[src/pkg/navigator_pkg.sv]
// constants, types and carriers shared by the device monitor navigator
// assumes a single 50 MHz system clock; all slower rates come from a tick enable
package navigator_pkg;

	localparam int CLK_HZ = 50_000_000;
	localparam int TICK_US = 1000;
	localparam int TICK_CYCLES = CLK_HZ / 1_000_000 * TICK_US;
	localparam int HOLD_MS = 1000;
	localparam int HOLD_TICKS = (HOLD_MS * 1000 + TICK_US - 1) / TICK_US;
	localparam int REPEAT_MS = 100;
	localparam int REPEAT_TICKS = REPEAT_MS * 1000 / TICK_US;

	localparam int BTN_ESC = 0;
	localparam int BTN_MINUS = 1;
	localparam int BTN_PLUS = 2;
	localparam int BTN_OK = 3;

	localparam logic [2:0] MENU_MONITOR = 3'h0;
	localparam logic [2:0] MENU_LAST = 3'h4;
	localparam logic [15:0] FIRST_SHOWN = 16'h0001;
	localparam logic [15:0] WORD_STEP = 16'h0001;
	localparam logic [15:0] PAIR_STEP = 16'h0002;
	localparam logic [15:0] XY_POINTS = 16'h0008;
	localparam logic [15:0] RELAY_POINTS = 16'h000a;
	localparam logic [7:0] CHAR_ZERO = 8'h30;
	localparam logic [7:0] CHAR_DOT = 8'h2e;
	localparam logic [7:0] CHAR_SPACE = 8'h20;

	typedef enum logic [2:0] {SCR_LOAD, SCR_TOP, SCR_MENU, SCR_TYPE, SCR_MONITOR, SCR_TEST} screen_t;

	typedef enum logic [3:0] {DEV_D, DEV_DD, DEV_T, DEV_C, DEV_R, DEV_DR, DEV_ER, DEV_DER,
		DEV_X, DEV_Y, DEV_M, DEV_S} dev_t;

	localparam int DEV_COUNT = 12;
	localparam logic [3:0] DEV_LAST_INDEX = 4'hb;
	// last listed number (bit types: start of the last line), order S down to D
	localparam logic [DEV_COUNT-1:0][15:0] DEV_LAST_DEFAULT = {16'h03de, 16'h03de, 16'h0078, 16'h0078,
		16'h00fe, 16'h00ff, 16'h00fe, 16'h00ff, 16'h00ff, 16'h00ff, 16'h00fe, 16'h00ff};

	typedef struct packed {
		logic contact;
		logic reset_on;
		logic count_up;
		logic wide_counter;
		logic used;
		logic [9:0] points;
	} mon_status_t;

	typedef struct packed {
		screen_t screen;
		logic [2:0] menu_cursor;
		dev_t type_cursor;
		logic [15:0] top_num;
		logic [15:0] cursor_num;
		logic [1:0] cursor_row;
		logic [3:0] line_points;
		logic contact_mark;
		logic reset_mark;
		logic show_dir;
		logic dir_mark;
		logic set_dashes;
		logic pair_view;
		logic [15:0] upper_num;
		logic [15:0] lower_num;
		logic [9:0][7:0] chars;
	} view_t;

endpackage

[src/hdl/device_monitor_navigator.sv]
// screen navigation for the display module's device monitor, driven by four buttons
// assumes an outside store answers NV reads in the same cycle and supplies live device status
// Overview of operation
// - confirm on the monitor/test menu item opens device-type selection
// - escape on the menu returns to the top time screen
// - plus/minus move among device types; escape returns to the menu
// - confirm opens the type's monitor; escape on a monitor returns to type selection
// - first power-up starts every type's listing at device number one
// - later power-ups show the last viewed number, saved per type
// - minus scrolls up; at the first number it wraps to the last
// - plus scrolls down; at the last number it wraps to the first
// - plus or minus held one second switches to fast repeated scrolling
// - word types move the cursor one entry; bit types scroll line by line
// - confirm held one second enters test mode, except for the input type
// - unused timers and counters show dashes in the setting value
// - direction mark only for wide counters: filled up, blank down
// - input and output lines hold eight points, labelled by the first number
// - relay and state lines hold ten points each
// - an on point shows its number's last digit, an off point a dot
// - a 32-bit pair labels the odd number upper and the even lower
// - no monitoring of program-memory file registers or index registers
// - menu minus/plus scroll, ignored at the top and bottom respectively
`timescale 1ns/10ps
module device_monitor_navigator
	import navigator_pkg::*;
#(
	parameter int TICK_LEN = TICK_CYCLES,
	parameter int HOLD_LEN = HOLD_TICKS,
	parameter int REPEAT_LEN = REPEAT_TICKS,
	parameter logic [DEV_COUNT-1:0][15:0] LAST_NUM = DEV_LAST_DEFAULT
)
(
	input wire logic SYS_CLK,
	input wire logic RST_B,
	input wire logic ESCAPE_BUTTON,
	input wire logic MINUS_BUTTON,
	input wire logic PLUS_BUTTON,
	input wire logic CONFIRM_BUTTON,
	input wire mon_status_t MON_STATUS,
	output dev_t NV_RD_TYPE,
	input wire logic [15:0] NV_RD_NUM,
	input wire logic NV_RD_BLANK,
	output logic NV_WR,
	output dev_t NV_WR_TYPE,
	output logic [15:0] NV_WR_NUM,
	output view_t VIEW
);

	typedef struct packed {
		logic [3:0] s1;
		logic [3:0] s2;
		logic [3:0] samp;
		logic [3:0] deb;
		logic [15:0] tick;
		logic [15:0] hold;
		logic [15:0] rep;
		logic fast;
		logic [3:0] evt;
		logic ok_long;
		screen_t scr;
		logic [2:0] menu;
		dev_t sel;
		logic [15:0] num;
		logic [15:0] top;
		logic [3:0] ld;
		logic nv_wr;
		logic [DEV_COUNT-1:0][15:0] saved;
		view_t view;
	} state_t;

	state_t q;
	state_t next;
	logic [9:0][7:0] chars_w;
	logic [15:0] step;
	logic [15:0] last;
	logic [15:0] span;
	logic bit_type;
	logic tick_en;

	function automatic logic [15:0] step_of(input dev_t t);
		unique case (t)
			DEV_X, DEV_Y: step_of = XY_POINTS;
			DEV_M, DEV_S: step_of = RELAY_POINTS;
			DEV_DD, DEV_DR, DEV_DER: step_of = PAIR_STEP;
			DEV_D, DEV_T, DEV_C, DEV_R, DEV_ER: step_of = WORD_STEP;
		endcase
	endfunction

	assign step = step_of(q.sel);
	assign last = LAST_NUM[q.sel];
	assign span = step + step + step;
	assign bit_type = q.sel inside {DEV_X, DEV_Y, DEV_M, DEV_S};
	assign tick_en = (q.tick == 16'(TICK_LEN - 1));

	// one character per point; lines are aligned so point i carries last digit i
	for (genvar i = 0; i < 10; i++)
	begin : g_point
		assign chars_w[i] = (16'(i) >= step) ? CHAR_SPACE :
			(MON_STATUS.points[i] ? CHAR_ZERO + 8'(i) : CHAR_DOT);
	end

	always_comb
	begin
		next = q;
		next.evt = 4'h0;
		next.ok_long = 1'b0;
		next.nv_wr = 1'b0;

		// only the first stage looks at the pins; the second stage and later see the stage before
		next.s1 = {CONFIRM_BUTTON, PLUS_BUTTON, MINUS_BUTTON, ESCAPE_BUTTON};
		next.s2 = q.s1;
		next.tick = tick_en ? 16'h0000 : q.tick + 16'h0001;
		if (tick_en)
		begin
			// accept a level only after two equal tick samples
			next.samp = q.s2;
			for (int b = 0; b < 4; b++)
			begin
				if (q.s2[b] == q.samp[b])
					next.deb[b] = q.s2[b];
			end
		end
		next.evt = next.deb & ~q.deb;

		// hold timing shared by minus, plus and confirm; one held button at a time
		if (!(q.deb[BTN_MINUS] | q.deb[BTN_PLUS] | q.deb[BTN_OK]))
		begin
			next.hold = 16'h0000;
			next.rep = 16'h0000;
			next.fast = 1'b0;
		end
		else if (tick_en && !q.fast)
		begin
			next.hold = q.hold + 16'h0001;
			if (q.hold == 16'(HOLD_LEN - 1))
			begin
				next.fast = 1'b1;
				next.ok_long = q.deb[BTN_OK];
			end
		end
		else if (tick_en)
		begin
			next.rep = (q.rep == 16'(REPEAT_LEN - 1)) ? 16'h0000 : q.rep + 16'h0001;
			if (q.rep == 16'(REPEAT_LEN - 1))
			begin
				next.evt[BTN_MINUS] = q.deb[BTN_MINUS];
				next.evt[BTN_PLUS] = q.deb[BTN_PLUS];
			end
		end

		unique case (q.scr)
			SCR_LOAD:
			begin
				// pull each type's remembered number out of the store
				next.saved[q.ld] = NV_RD_BLANK ? FIRST_SHOWN : NV_RD_NUM;
				next.ld = q.ld + 4'h1;
				if (q.ld == DEV_LAST_INDEX)
					next.scr = SCR_TOP;
			end
			SCR_TOP:
			begin
				if (q.evt[BTN_OK])
					next.scr = SCR_MENU;
			end
			SCR_MENU:
			begin
				if (q.evt[BTN_ESC])
					next.scr = SCR_TOP;
				else if (q.evt[BTN_OK] && q.menu == MENU_MONITOR)
					next.scr = SCR_TYPE;
				else if (q.evt[BTN_MINUS] && q.menu != 3'h0)
					next.menu = q.menu - 3'h1;
				else if (q.evt[BTN_PLUS] && q.menu != MENU_LAST)
					next.menu = q.menu + 3'h1;
			end
			SCR_TYPE:
			begin
				// the type list holds only monitorable kinds, so file and index registers never appear
				if (q.evt[BTN_ESC])
					next.scr = SCR_MENU;
				else if (q.evt[BTN_OK])
				begin
					next.scr = SCR_MONITOR;
					next.num = q.saved[q.sel];
					next.top = q.saved[q.sel];
				end
				else if (q.evt[BTN_MINUS] && q.sel != DEV_D)
					next.sel = dev_t'(q.sel - 4'h1);
				else if (q.evt[BTN_PLUS] && q.sel != DEV_S)
					next.sel = dev_t'(q.sel + 4'h1);
			end
			SCR_MONITOR:
			begin
				if (q.evt[BTN_ESC])
				begin
					next.scr = SCR_TYPE;
					next.saved[q.sel] = q.num;
					next.nv_wr = 1'b1;
				end
				else if (q.ok_long && q.sel != DEV_X)
					next.scr = SCR_TEST;
				else if (q.evt[BTN_MINUS] && bit_type)
				begin
					next.top = (q.top < step) ? last : q.top - step;
					next.num = next.top;
				end
				else if (q.evt[BTN_PLUS] && bit_type)
				begin
					next.top = (q.top + step > last) ? 16'h0000 : q.top + step;
					next.num = next.top;
				end
				else if (q.evt[BTN_MINUS])
				begin
					if (q.num < step)
					begin
						next.num = last;
						next.top = (last > span) ? last - span : 16'h0000;
					end
					else
					begin
						next.num = q.num - step;
						if (next.num < q.top)
							next.top = next.num;
					end
				end
				else if (q.evt[BTN_PLUS])
				begin
					if (q.num + step > last)
					begin
						next.num = 16'h0000;
						next.top = 16'h0000;
					end
					else
					begin
						next.num = q.num + step;
						if (next.num > q.top + span)
							next.top = q.top + step;
					end
				end
			end
			SCR_TEST:
			begin
				// editing itself lives elsewhere; only the way back is handled here
				if (q.evt[BTN_ESC])
					next.scr = SCR_MONITOR;
			end
		endcase

		next.view.screen = q.scr;
		next.view.menu_cursor = q.menu;
		next.view.type_cursor = q.sel;
		next.view.top_num = q.top;
		next.view.cursor_num = q.num;
		next.view.line_points = bit_type ? step[3:0] : 4'h0;
		if (bit_type || q.num == q.top)
			next.view.cursor_row = 2'h0;
		else if (q.num == q.top + step)
			next.view.cursor_row = 2'h1;
		else if (q.num == q.top + step + step)
			next.view.cursor_row = 2'h2;
		else
			next.view.cursor_row = 2'h3;
		next.view.contact_mark = MON_STATUS.contact;
		next.view.reset_mark = MON_STATUS.reset_on;
		next.view.show_dir = (q.sel == DEV_C) && MON_STATUS.wide_counter;
		next.view.dir_mark = (q.sel == DEV_C) && MON_STATUS.wide_counter && MON_STATUS.count_up;
		next.view.set_dashes = (q.sel inside {DEV_T, DEV_C}) && !MON_STATUS.used;
		next.view.pair_view = q.sel inside {DEV_DD, DEV_DR, DEV_DER};
		next.view.lower_num = {q.num[15:1], 1'b0};
		next.view.upper_num = {q.num[15:1], 1'b1};
		next.view.chars = bit_type ? chars_w : {10{CHAR_SPACE}};
	end

	always_ff @(posedge SYS_CLK or negedge RST_B)
	begin
		if (!RST_B)
			q <= '0;
		else
			q <= next;
	end

	assign NV_RD_TYPE = dev_t'(q.ld);
	assign NV_WR = q.nv_wr;
	assign NV_WR_TYPE = q.sel;
	assign NV_WR_NUM = q.saved[q.sel];
	assign VIEW = q.view;
endmodule

[config.mk]
export PLATFORM = sky130hd
export DESIGN_NAME = device_monitor_navigator
export DESIGN_NICKNAME = d
export VERILOG_FILES = /design/src/pkg/navigator_pkg.sv /design/src/hdl/device_monitor_navigator.sv
export SDC_FILE = /design/constraint.sdc
export NUM_CORES = 1
export LEC_CHECK = 0
export BUFFER_PORTS_ARGS = -buffer_cell sky130_fd_sc_hd__buf_2
export CELL_PAD_IN_SITES_DETAIL_PLACEMENT = 1
export CELL_PAD_IN_SITES_GLOBAL_PLACEMENT = 2
export CORE_ASPECT_RATIO = 1.4
export CORE_MARGIN = 2
export CORE_UTILIZATION = 36
export CTS_BUF_LIST = sky130_fd_sc_hd__clkbuf_4
export CTS_CLUSTER_SIZE = 16
export DETAILED_ROUTE_END_ITERATION = 8
export PLACE_DENSITY = 0.86
export SLEW_MARGIN = 20
export SYNTH_ARGS = -nofsm -noshare
export SYNTH_HDL_FRONTEND = slang
export SYNTH_SLANG_ARGS = --single-unit
[constraint.sdc]
create_clock -name SYS_CLK -period 6.2 [get_ports SYS_CLK]
set_input_delay 1.24 -clock SYS_CLK [delete_from_list [all_inputs] [get_ports SYS_CLK]]
set_output_delay 1.24 -clock SYS_CLK [all_outputs]
set_load 0.05 [all_outputs]
# Word-level counts from Yosys, hierarchy flattened
# Memories as Yosys holds them, arrays and structs flattened.
# Index checks and enable logic that the tools add are counted.
# classes
addsub,17
multipliers,0
n_div,0
magnitude_cmp,21
eq_ne,48
n_shift,0
muxes,89
n_bitwise,7
n_reduce_logical,41
# op_table
op,count
bitwise mux 192 bit,2
one-hot mux 192 bit (2 select lines),1
2-to-1 mux 32 bit,10
2-to-1 mux 16 bit,15
2-to-1 mux 193 bit,1
demux 16 bit (select 4 bit),2
2-to-1 mux 5 bit,20
adder 16 bit,6
2-to-1 mux 77 bit,1
binary-select mux 16 bit (select 4 bit),1
>= comparator 3 x 16 -> 1 bit (first input constant),4
greater-than comparator 16 bit,4
one-hot mux 16 bit (4 select lines),1
one-hot mux 32 bit (2 select lines),1
adder 16 x 1 -> 16 bit (second input constant),3
equality test 16 bit,3
< comparator 16 bit,3
subtractor 16 bit,3
2-to-1 mux 3 bit,11
2-to-1 mux 33 bit,1
>= comparator 1 x 16 -> 1 bit (first input constant),2
>= comparator 2 x 16 -> 1 bit (first input constant),2
>= comparator 4 x 16 -> 1 bit (first input constant),2
equality test 4 bit (second input constant),5
45 further kinds,119
# word_totals
ff_bits,472
latch_bits,0
mem_bits_rw,0
rom_bits,256
inputBits,38
out_inout_bits,191
word_cells,278
mem_count,1
# memory_table
memory,words,width,rd,rd_clocked_by_memory_dff,write_ports,line,rtl
(no name shown),16,16,1,0,0,device_monitor_navigator.sv:90,assign last = LAST_NUM[q.sel];

# Logic depth before layout (Yosys ltp)
# Gate-level depths: netlist of run 1.
# depth
word_depth,16
ltp_mapped,30

# Worst setup path before layout of run 1
# OpenSTA, ideal clock, no wires.
# synth_path
path_type,flip-flop to flip-flop
startpoint,"reg q, in the netlist NV_WR_TYPE[0]"
endpoint,"reg q, in the netlist next[147]"
setup_ns,0.093
arrival_time_ns,6.474
setup_slack_ns,-0.367
path_stages_with_launch,29
cell_sequence,dfrtp_1 buf_2 buf_1 buf_2 inv_1 ha_1 o21ai_0 inv_1 nor2_1 inv_1 ha_1 ha_1 ha_1 inv_1 o21bai_1 a21o_1 a21o_1 and2_1 nand3_1 xnor2_1 ha_1 nand4_1 nor4_1 nand2_1 a221o_1 o31ai_2 buf_2 nand2_1 o31ai_2
# synth_between
elab_chain_cells,14
elab_cells_between_ends,62
cone_classes,add/sub: 8; order compare: 7; eq/ne: 16; mux: 20; reduce/logical: 10; memory: 1
# synth_rtl
element,line,rtl
"start, declared",device_monitor_navigator.sv:71,state_t q;
"start signal, assigned",device_monitor_navigator.sv:279,q <= next;
"parallel branches: the longest is 14 deep, another holds adder 16 bit",-,
# Several ways; the timed one is not identified. The select of a mux whose other input is x is not followed.
# A chain may end at the register's enable or synchronous reset.

# Worst setup path in the final report of run 1
# layout_path
startpoint,"reg q, in the netlist NV_WR_TYPE[0]"
endpoint,"reg q, in the netlist next[150]"
# The elaborated chain is that of the path after synthesis.

==> qor.csv, run 1 <==
metric;value;unit
run_status;finished clean;
synth_seq_area_share;0.410;
multi_input_area;11700;µm²
p_per_area;203;nW/µm²
hold_slack;0.359;ns
core;65100;µm²
tritoncts;yes;
grt_pass1_wl;131;mm
clk_transition_reported_paths;0.07;ns
wire_per_inst;25.4;µm
clk_path_buf_depth;3;
vias_per_cell;5.96;
finalPower;5.20;mW
io_pins;229;
hold_viol;0;
via_count;20500;
critPathMaxFanout;20;
nets;2642;
worst_pin_slew;1.12;ns
clock-root-buffer;clkbuf_4;
synth_cells;2449;
setup_tns;0;ns
ys.flop_type;dfrtp_1;
final-seq-area;9660;µm²
area_growth;8.98;%
nFillCells;7484;
grt_overflow;0;
placementRows;111;
finalMaxSlewViolations;0;
cp.arrival;6.67;ns
die_x;220;µm
routed_wl;87.1;mm
ant_nets;0;
crit_path_end_kind;flip-flop;
startpoint;NV_WR_TYPE[0]$_DFFE_PN0P_;
fmax;170;MHz
synth_top_family_by_area;compound AO/OA/AOI/OAI gates;
firstDrtPassIters;5;
drt_iter0_drc;1476;
clock_skew;0.0589;ns
synth_compound_area_frac;0.212;
synth_fa_ha_area_frac;0.0510;
maxSlewHeadroom;0.231;
leakage;11.9;nW
period_share;0.951;
syn_area;23600;µm²
peakVddDrop;0.122;mV
start_kind;flip-flop;
synth_xor_area_frac;0.0520;
htree_levels;3;
setup_viol;0;
worstSetupPathType;reg2reg;
clk_latency;0.92;ns
start_util;0.362;
crit_end;next[150]$_DFFE_PN0P_;
final_core_util;0.394;
die_h;307;µm
drc;0;
rr_worst_depth;27;
r2r_slack;0.30;ns
synth_seq_cells;386;
period_needed;5.90;ns
fp.dieArea;67600;µm²
io_buffers;201;
numCtsBuffers;103;
async_reset_ff_frac;1.00;
synthDistinctLibCells;94;
crit_required;6.98;ns
synth_edf_count;0;
dp_hpwl;60.2;mm
avgSynthCellArea;9.62;µm²
yosys_warnings;0;
r2r-end;next[150]$_DFFE_PN0P_;
synthSimpleGateAreaFrac;0.121;
grt_pass1_vias;22100;
grt_max_degree;136;
regToRegStartpoint;NV_WR_TYPE[0]$_DFFE_PN0P_;
synth_mux_area_frac;0.0548;
clock-sinks;386;
antenna_found_initial;3;
maxCapViolCount;0;
grtUsageTotal;0.257;
hold_class;reg2reg;
gp_congestion;0.911;
drive_above_1_share;0.205;
==> final cells by class <==
class	instances	share of cell area
clock buffer	130	0.0380
clock inverter	47	0.0110
multi-input combinational	1652	0.456
antenna	2	0.000195
tap	847	0.0413
sequential	386	0.376
timing repair buffer	278	0.0633
inverter	92	0.0136
==> state kept, by name, indices dropped and copies added, names as in the netlist <==
register	cells
NV_WR	1
q	258
VIEW	77
NV_WR_TYPE	4
NV_RD_TYPE	4
next	42
==> layer usage <==
layer	vias to the layer above	GRT usage	part of all wire
met4	4	0.172	0.066
met1	10400	0.279	0.36
met2	876	0.453	0.52
met5	-	0	0.00042
li1	8870	-	-
met3	334	0.0474	0.059
==> worst min-delay path by stage <==
stage | startpoint | to | slack, ns | depth (start not counted)
4_1_cts | RST_B | next[469]$_DFF_PN0_ | 0.33 | 1
5_1_grt | PLUS_BUTTON | next[469]$_DFF_PN0_ | 0.37 | 1
6_report | next[468]$_DFF_PN0_ | q[468]$_DFF_PN0_ | 0.36 | 0
3_5_place_dp | next[470]$_DFF_PN0_ | q[470]$_DFF_PN0_ | 0.34 | 0
2_1_floorplan | next[467]$_DFF_PN0_ | q[467]$_DFF_PN0_ | 0.33 | 0
3_3_place_gp | next[467]$_DFF_PN0_ | q[467]$_DFF_PN0_ | 0.33 | 0
==> cell usage in the layout (no fill, tap or decap), drive strengths merged, types with 6 or more instances in the layout <==
cell type,instances
a211oi,16
a21o,15
a21oi,84
a221oi,8
a22oi,193
a31oi,19
and2,26
and3,32
buf,278
clkbuf,130
clkinv,43
conb,29
dfrtp,386
fa,7
ha,84
inv,91
mux2i,20
mux4,48
nand2,145
nand2b,18
nand3,56
nand4,23
nor2,143
nor2b,20
nor3,35
nor4,22
o211ai,19
o21a,7
o21ai,276
o22ai,20
o31ai,34
o32ai,6
or3,7
or4,12
xnor2,79
xor2,61
==> cell usage after synthesis, types with 48 or more instances <==
cell type,instances,area share
clkbuf_1,134,0.021
mux4_2,48,0.046
xnor2_1,79,0.029
o21ai_0,272,0.058
inv_1,87,0.014
a21oi_1,81,0.017
nand3_1,55,0.012
nor2_1,141,0.022
nand2_1,145,0.023
a22oi_1,193,0.061
buf_4,174,0.055
xor2_1,61,0.023
ha_1,84,0.045
dfrtp_1,386,0.41
==> worst max-delay path, cell delays in order, from the launching register on <==
cell	delay (ns)
dfrtp_4	0.52
inv_1	0.15
ha_1	0.20
o21ai_0	0.09
buf_4	0.15
inv_1	0.16
nor2_2	0.08
buf_4	0.17
ha_1	0.34
inv_1	0.10
fa_1	0.42
inv_1	0.08
a21oi_1	0.07
o21bai_1	0.25
a21o_1	0.16
a21o_1	0.15
and2_1	0.25
nand3_1	0.12
xnor2_1	0.18
ha_1	0.31
nand4_1	0.19
nor4_2	0.39
nand2_1	0.08
a221o_1	0.37
o31ai_4	0.20
buf_4	0.34
nand2_1	0.11
o31ai_2	0.08
==> power by group <==
group / internal, mW / switching, mW
Combinational: 0.0854 / 0.210
Sequential: 2.59 / 0.0413
Clock: 1.11 / 1.17
==> kinds of logic (layout without fill, tap and decap cells) <==
family | after synthesis | count (layout)
compound gates | 754 | 754
simple gates | 568 | 568
buf+inv | 438 | 547
flops | 386 | 386
xor+xnor | 140 | 140
fa+ha+maj | 92 | 92
mux | 69 | 69
other cells | 2 | 31
==> per-stage QoR <==
stage / std cells / cell area [µm²] / setup slack (ns)
finish: 3434 / 25700 / 0.301
global route: 3433 / 25700 / -0.0392
CTS: 3429 / 25600 / 0.144
floorplan: 2476 / 23700 / 0.0338
detailed placement: 3252 / 24400 / 0.188
global placement: 3252 / 24400 / 0.308
==> repair_timing <==
item,4_1_cts,5_1_grt
resized for setup,0,4
hold buffers,0,0
hold endpoints to repair,0,0
setup endpoints to repair,0,16
buffers inserted,0,3
Power figures use the tool's default switching activity.
==> run 2: changes to the inputs <==
--- a/config.mk
+++ b/config.mk
@@ -5,16 +5,17 @@
 export SDC_FILE = /design/constraint.sdc
 export NUM_CORES = 1
 export LEC_CHECK = 0
+export ABC_AREA = 1
 export BUFFER_PORTS_ARGS = -buffer_cell sky130_fd_sc_hd__buf_2
 export CELL_PAD_IN_SITES_DETAIL_PLACEMENT = 1
 export CELL_PAD_IN_SITES_GLOBAL_PLACEMENT = 2
 export CORE_ASPECT_RATIO = 1.4
 export CORE_MARGIN = 2
-export CORE_UTILIZATION = 36
+export CORE_UTILIZATION = 33
 export CTS_BUF_LIST = sky130_fd_sc_hd__clkbuf_4
 export CTS_CLUSTER_SIZE = 16
 export DETAILED_ROUTE_END_ITERATION = 8
-export PLACE_DENSITY = 0.86
+export PLACE_DENSITY = 0.85
 export SLEW_MARGIN = 20
 export SYNTH_ARGS = -nofsm -noshare
 export SYNTH_HDL_FRONTEND = slang
==> qor.csv, run 2 <==
metric;value;unit;change
cp.arrival;6.41;ns;-0.26 ns
start_kind;flip-flop;;
numCtsBuffers;102;;-0.97%
rsz0062_at_grt;no;;
die_h;329;µm;+7.3%
hold_slack;0.339;ns;-0.0194 ns
run_status;finished clean;;
yosys_warnings;0;;unchanged
clk_path_buf_depth;3;;unchanged
ant_nets;0;;unchanged
final_core_util;0.362;;-0.0327
internal-power;3.82;mW;+0.88%
area_growth;8.84;%;
firstDrtPassIters;5;;unchanged
htree_levels;3;;unchanged
wire_per_inst;21.4;µm;-16%
finalPower;5.23;mW;+0.55%
cpMaxStageDelayCell;dfrtp_2;;
critPathMaxStageDelay;0.45;ns;-0.07 ns
start_util;0.332;;-0.0296
tritoncts;yes;;
leakage;13.4;nW;+13%
synth_seq_area_share;0.387;;-0.0224
power_frac_comb;0.056;;about the same
worst_pin_slew;1.13;ns;+0.00292 ns
clk_transition_reported_paths;0.08;ns;about the same
gp_congestion;0.892;;-2.1%
clock-root-buffer;clkbuf_4;;
synth_top_area_cell;dfrtp_1;;
maxSlewHeadroom;0.246;;+0.0147
ys.flop_type;dfrtp_1;;
pre_cts_ws;0.00425;ns;-0.183 ns
drive_above_1_share;0.151;;-0.0539
finalMaxSlewViolations;0;;unchanged
io_buffers;201;;unchanged
setup_viol;0;;unchanged
yosysTopAreaCellShare;0.387;;-0.0224
fmax;178;MHz;+4.8%
synth_edf_count;0;;unchanged
grt_pass1_vias;24600;;+11%
synthTopCellsByCount;nand2_1, dfrtp_1, nor2_1;;
critPathMaxFanout;30;;+50%
die_x;236;µm;+7.3%
async_reset_ff_frac;1.00;;unchanged
p_seq_frac;0.501;;-0.004
grtUsageTotal;0.241;;-0.0167
drc;0;;unchanged
yosys-top-cells-area;dfrtp_1, nand2_1, buf_4, o21ai_0, nor2_1;;
vias_per_cell;5.30;;-11%
placementRows;119;;+7.2%
yosysMostFrequentCell;nand2_1;;
grt_pass1_wl;145;mm;+10%
cpMostUsedCell;nand2_1;;
hold_viol;0;;unchanged
crit_path_end_kind;flip-flop;;
grt_overflow;0;;unchanged
fp.dieArea;77800;µm²;+15%
p_switching;1.41;mW;-0.35%
largest_register_ff_count;258;;unchanged
peakVddDrop;0.113;mV;-6.8%
largest_register;q;;
dp_hpwl;68.6;mm;+14%
final_common_cell;nand2_1;;
worstSetupPathType;reg2reg;;
setup_tns;0;ns;unchanged
io_pins;229;;unchanged
p_per_area;193;nW/µm²;-4.8%
avgSynthCellArea;7.54;µm²;-22%
core;75000;µm²;+15%
clock_skew;0.0588;ns;-0.000128 ns
maxCapViolCount;0;;unchanged
hold_class;in2async;;
p_sw_frac;0.270;;-0.00242
synth_seq_cells;386;;unchanged
layout_common_cells;nand2_1, dfrtp_1, nor2_1;;
drt_iter0_drc;1543;;+4.5%
clkPwrFrac;0.443;;+0.005
clk_latency;0.90;ns;-0.02 ns
routed_wl;94.2;mm;+8.2%
syn_area;24900;µm²;+5.8%
crit_required;6.98;ns;about the same
synthDistinctLibCells;56;;-40%
grt_max_degree;125;;-8.1%
period_share;0.908;;-0.0436
antenna_found_initial;3;;unchanged
via_count;23300;;+14%
period_needed;5.63;ns;-0.271 ns
layout_setup_ws;0.572;ns;+0.271 ns
nets;3490;;+32%
clock-sinks;386;;unchanged
synth_cells;3305;;+35%
-- run 2: cell types whose count changed after synthesis, moves of 66 or more --
cell / delta
nand2_1: +584
inv_1: +210
nor2_1: +183
nand3_1: +116
a22oi_1: -90
xnor2_1: -66
-- run 2: cells by family after synthesis --
family	share of synthesized area
and+or+nand+nor	0.225
AOI/OAI and AO/OA	0.174
buffers and inverters	0.131
DFF	0.387
xor gates and xnor gates	0.0340
adders and majority gates	0.0478
other	0.000301
-- run 2: cell type report --
| cell class | instances | area, µm² |
|---|---|---|
| Tap cell | 968 | 1210 |
| Fill cell | 9416 | 47900 |
| Clock inverter | 23 | 128 |
| Timing Repair Buffer | 271 | 1570 |
| Antenna cell | 3 | 7.51 |
| Sequential cell | 386 | 9660 |
| Multi-Input combinational cell | 2273 | 12200 |
| Inverter | 327 | 1230 |
| Clock buffer | 153 | 1150 |
-- run 2: worst paths after layout --
path | startpoint | to | slack, ns | cells past startpoint
worst max-delay path | NV_WR_TYPE[0]$_DFFE_PN0P_ | next[151]$_DFFE_PN0P_ | 0.57 | 33
worst min-delay path | RST_B | q[240]$_DFFE_PN0P_ | 0.34 | 1
worst max register to register | NV_WR_TYPE[0]$_DFFE_PN0P_ | next[151]$_DFFE_PN0P_ | 0.57 | 33
worst min register to register | next[469]$_DFF_PN0_ | q[469]$_DFF_PN0_ | 0.35 | 0
max in group asynchronous | RST_B | NV_WR_TYPE[1]$_DFFE_PN0P_ | 4.64 | 2
min in group SYS_CLK | next[469]$_DFF_PN0_ | q[469]$_DFF_PN0_ | 0.35 | 0
-- run 2: through the flow --
| step | std cells | instance area, µm² |
|---|---|---|
| 2_1_floorplan | 3332 | 25000 |
| 3_3_place_gp | 4222 | 25800 |
| 3_5_place_dp | 4222 | 25800 |
| 4_1_cts | 4399 | 27100 |
| 5_1_grt | 4404 | 27100 |
| 6_report | 4404 | 27100 |
-- run 2: critical path, delay by kind of cell (launching register included) --
family / cells / cell delay [ns]
adder cells (fa/ha/maj): 4 / 1.14
AND/OR/NAND/NOR: 14 / 1.71
XOR/XNOR: 1 / 0.16
AO/OA/AOI/OAI: 7 / 1.15
buffers and inverters: 7 / 0.88
flip-flops: 1 / 0.45
-- run 2: metal layers --
layer	share of wire	up-vias	wire (µm)	track usage
li1	-	10900	-	-
met1	0.40	11500	37300	0.277
met2	0.51	667	48200	0.440
met3	0.047	211	4380	0.0304
met4	0.046	2	4300	0.119
met5	0.00019	-	18	0
-- run 2: timing repair --
item	4_1_cts	5_1_grt
pin swaps	0	1
hold buffers	0	0
setup buffers	1	2
resized for setup	0	6
endpoints found under the setup margin	10	16
-- run 2: power groups by stage --
| stage | combinational, mW | sequential (mW) | clock, mW |
|---|---|---|---|
| 2_1_floorplan | 0.194 | 2.66 | 0 |
| 3_3_place_gp | 0.292 | 2.66 | 0 |
| 3_5_place_dp | 0.296 | 2.67 | 0 |
| 4_1_cts | 0.298 | 2.62 | 2.39 |
| 5_1_grt | 0.326 | 2.63 | 2.50 |
| 6_report | 0.295 | 2.62 | 2.32 |
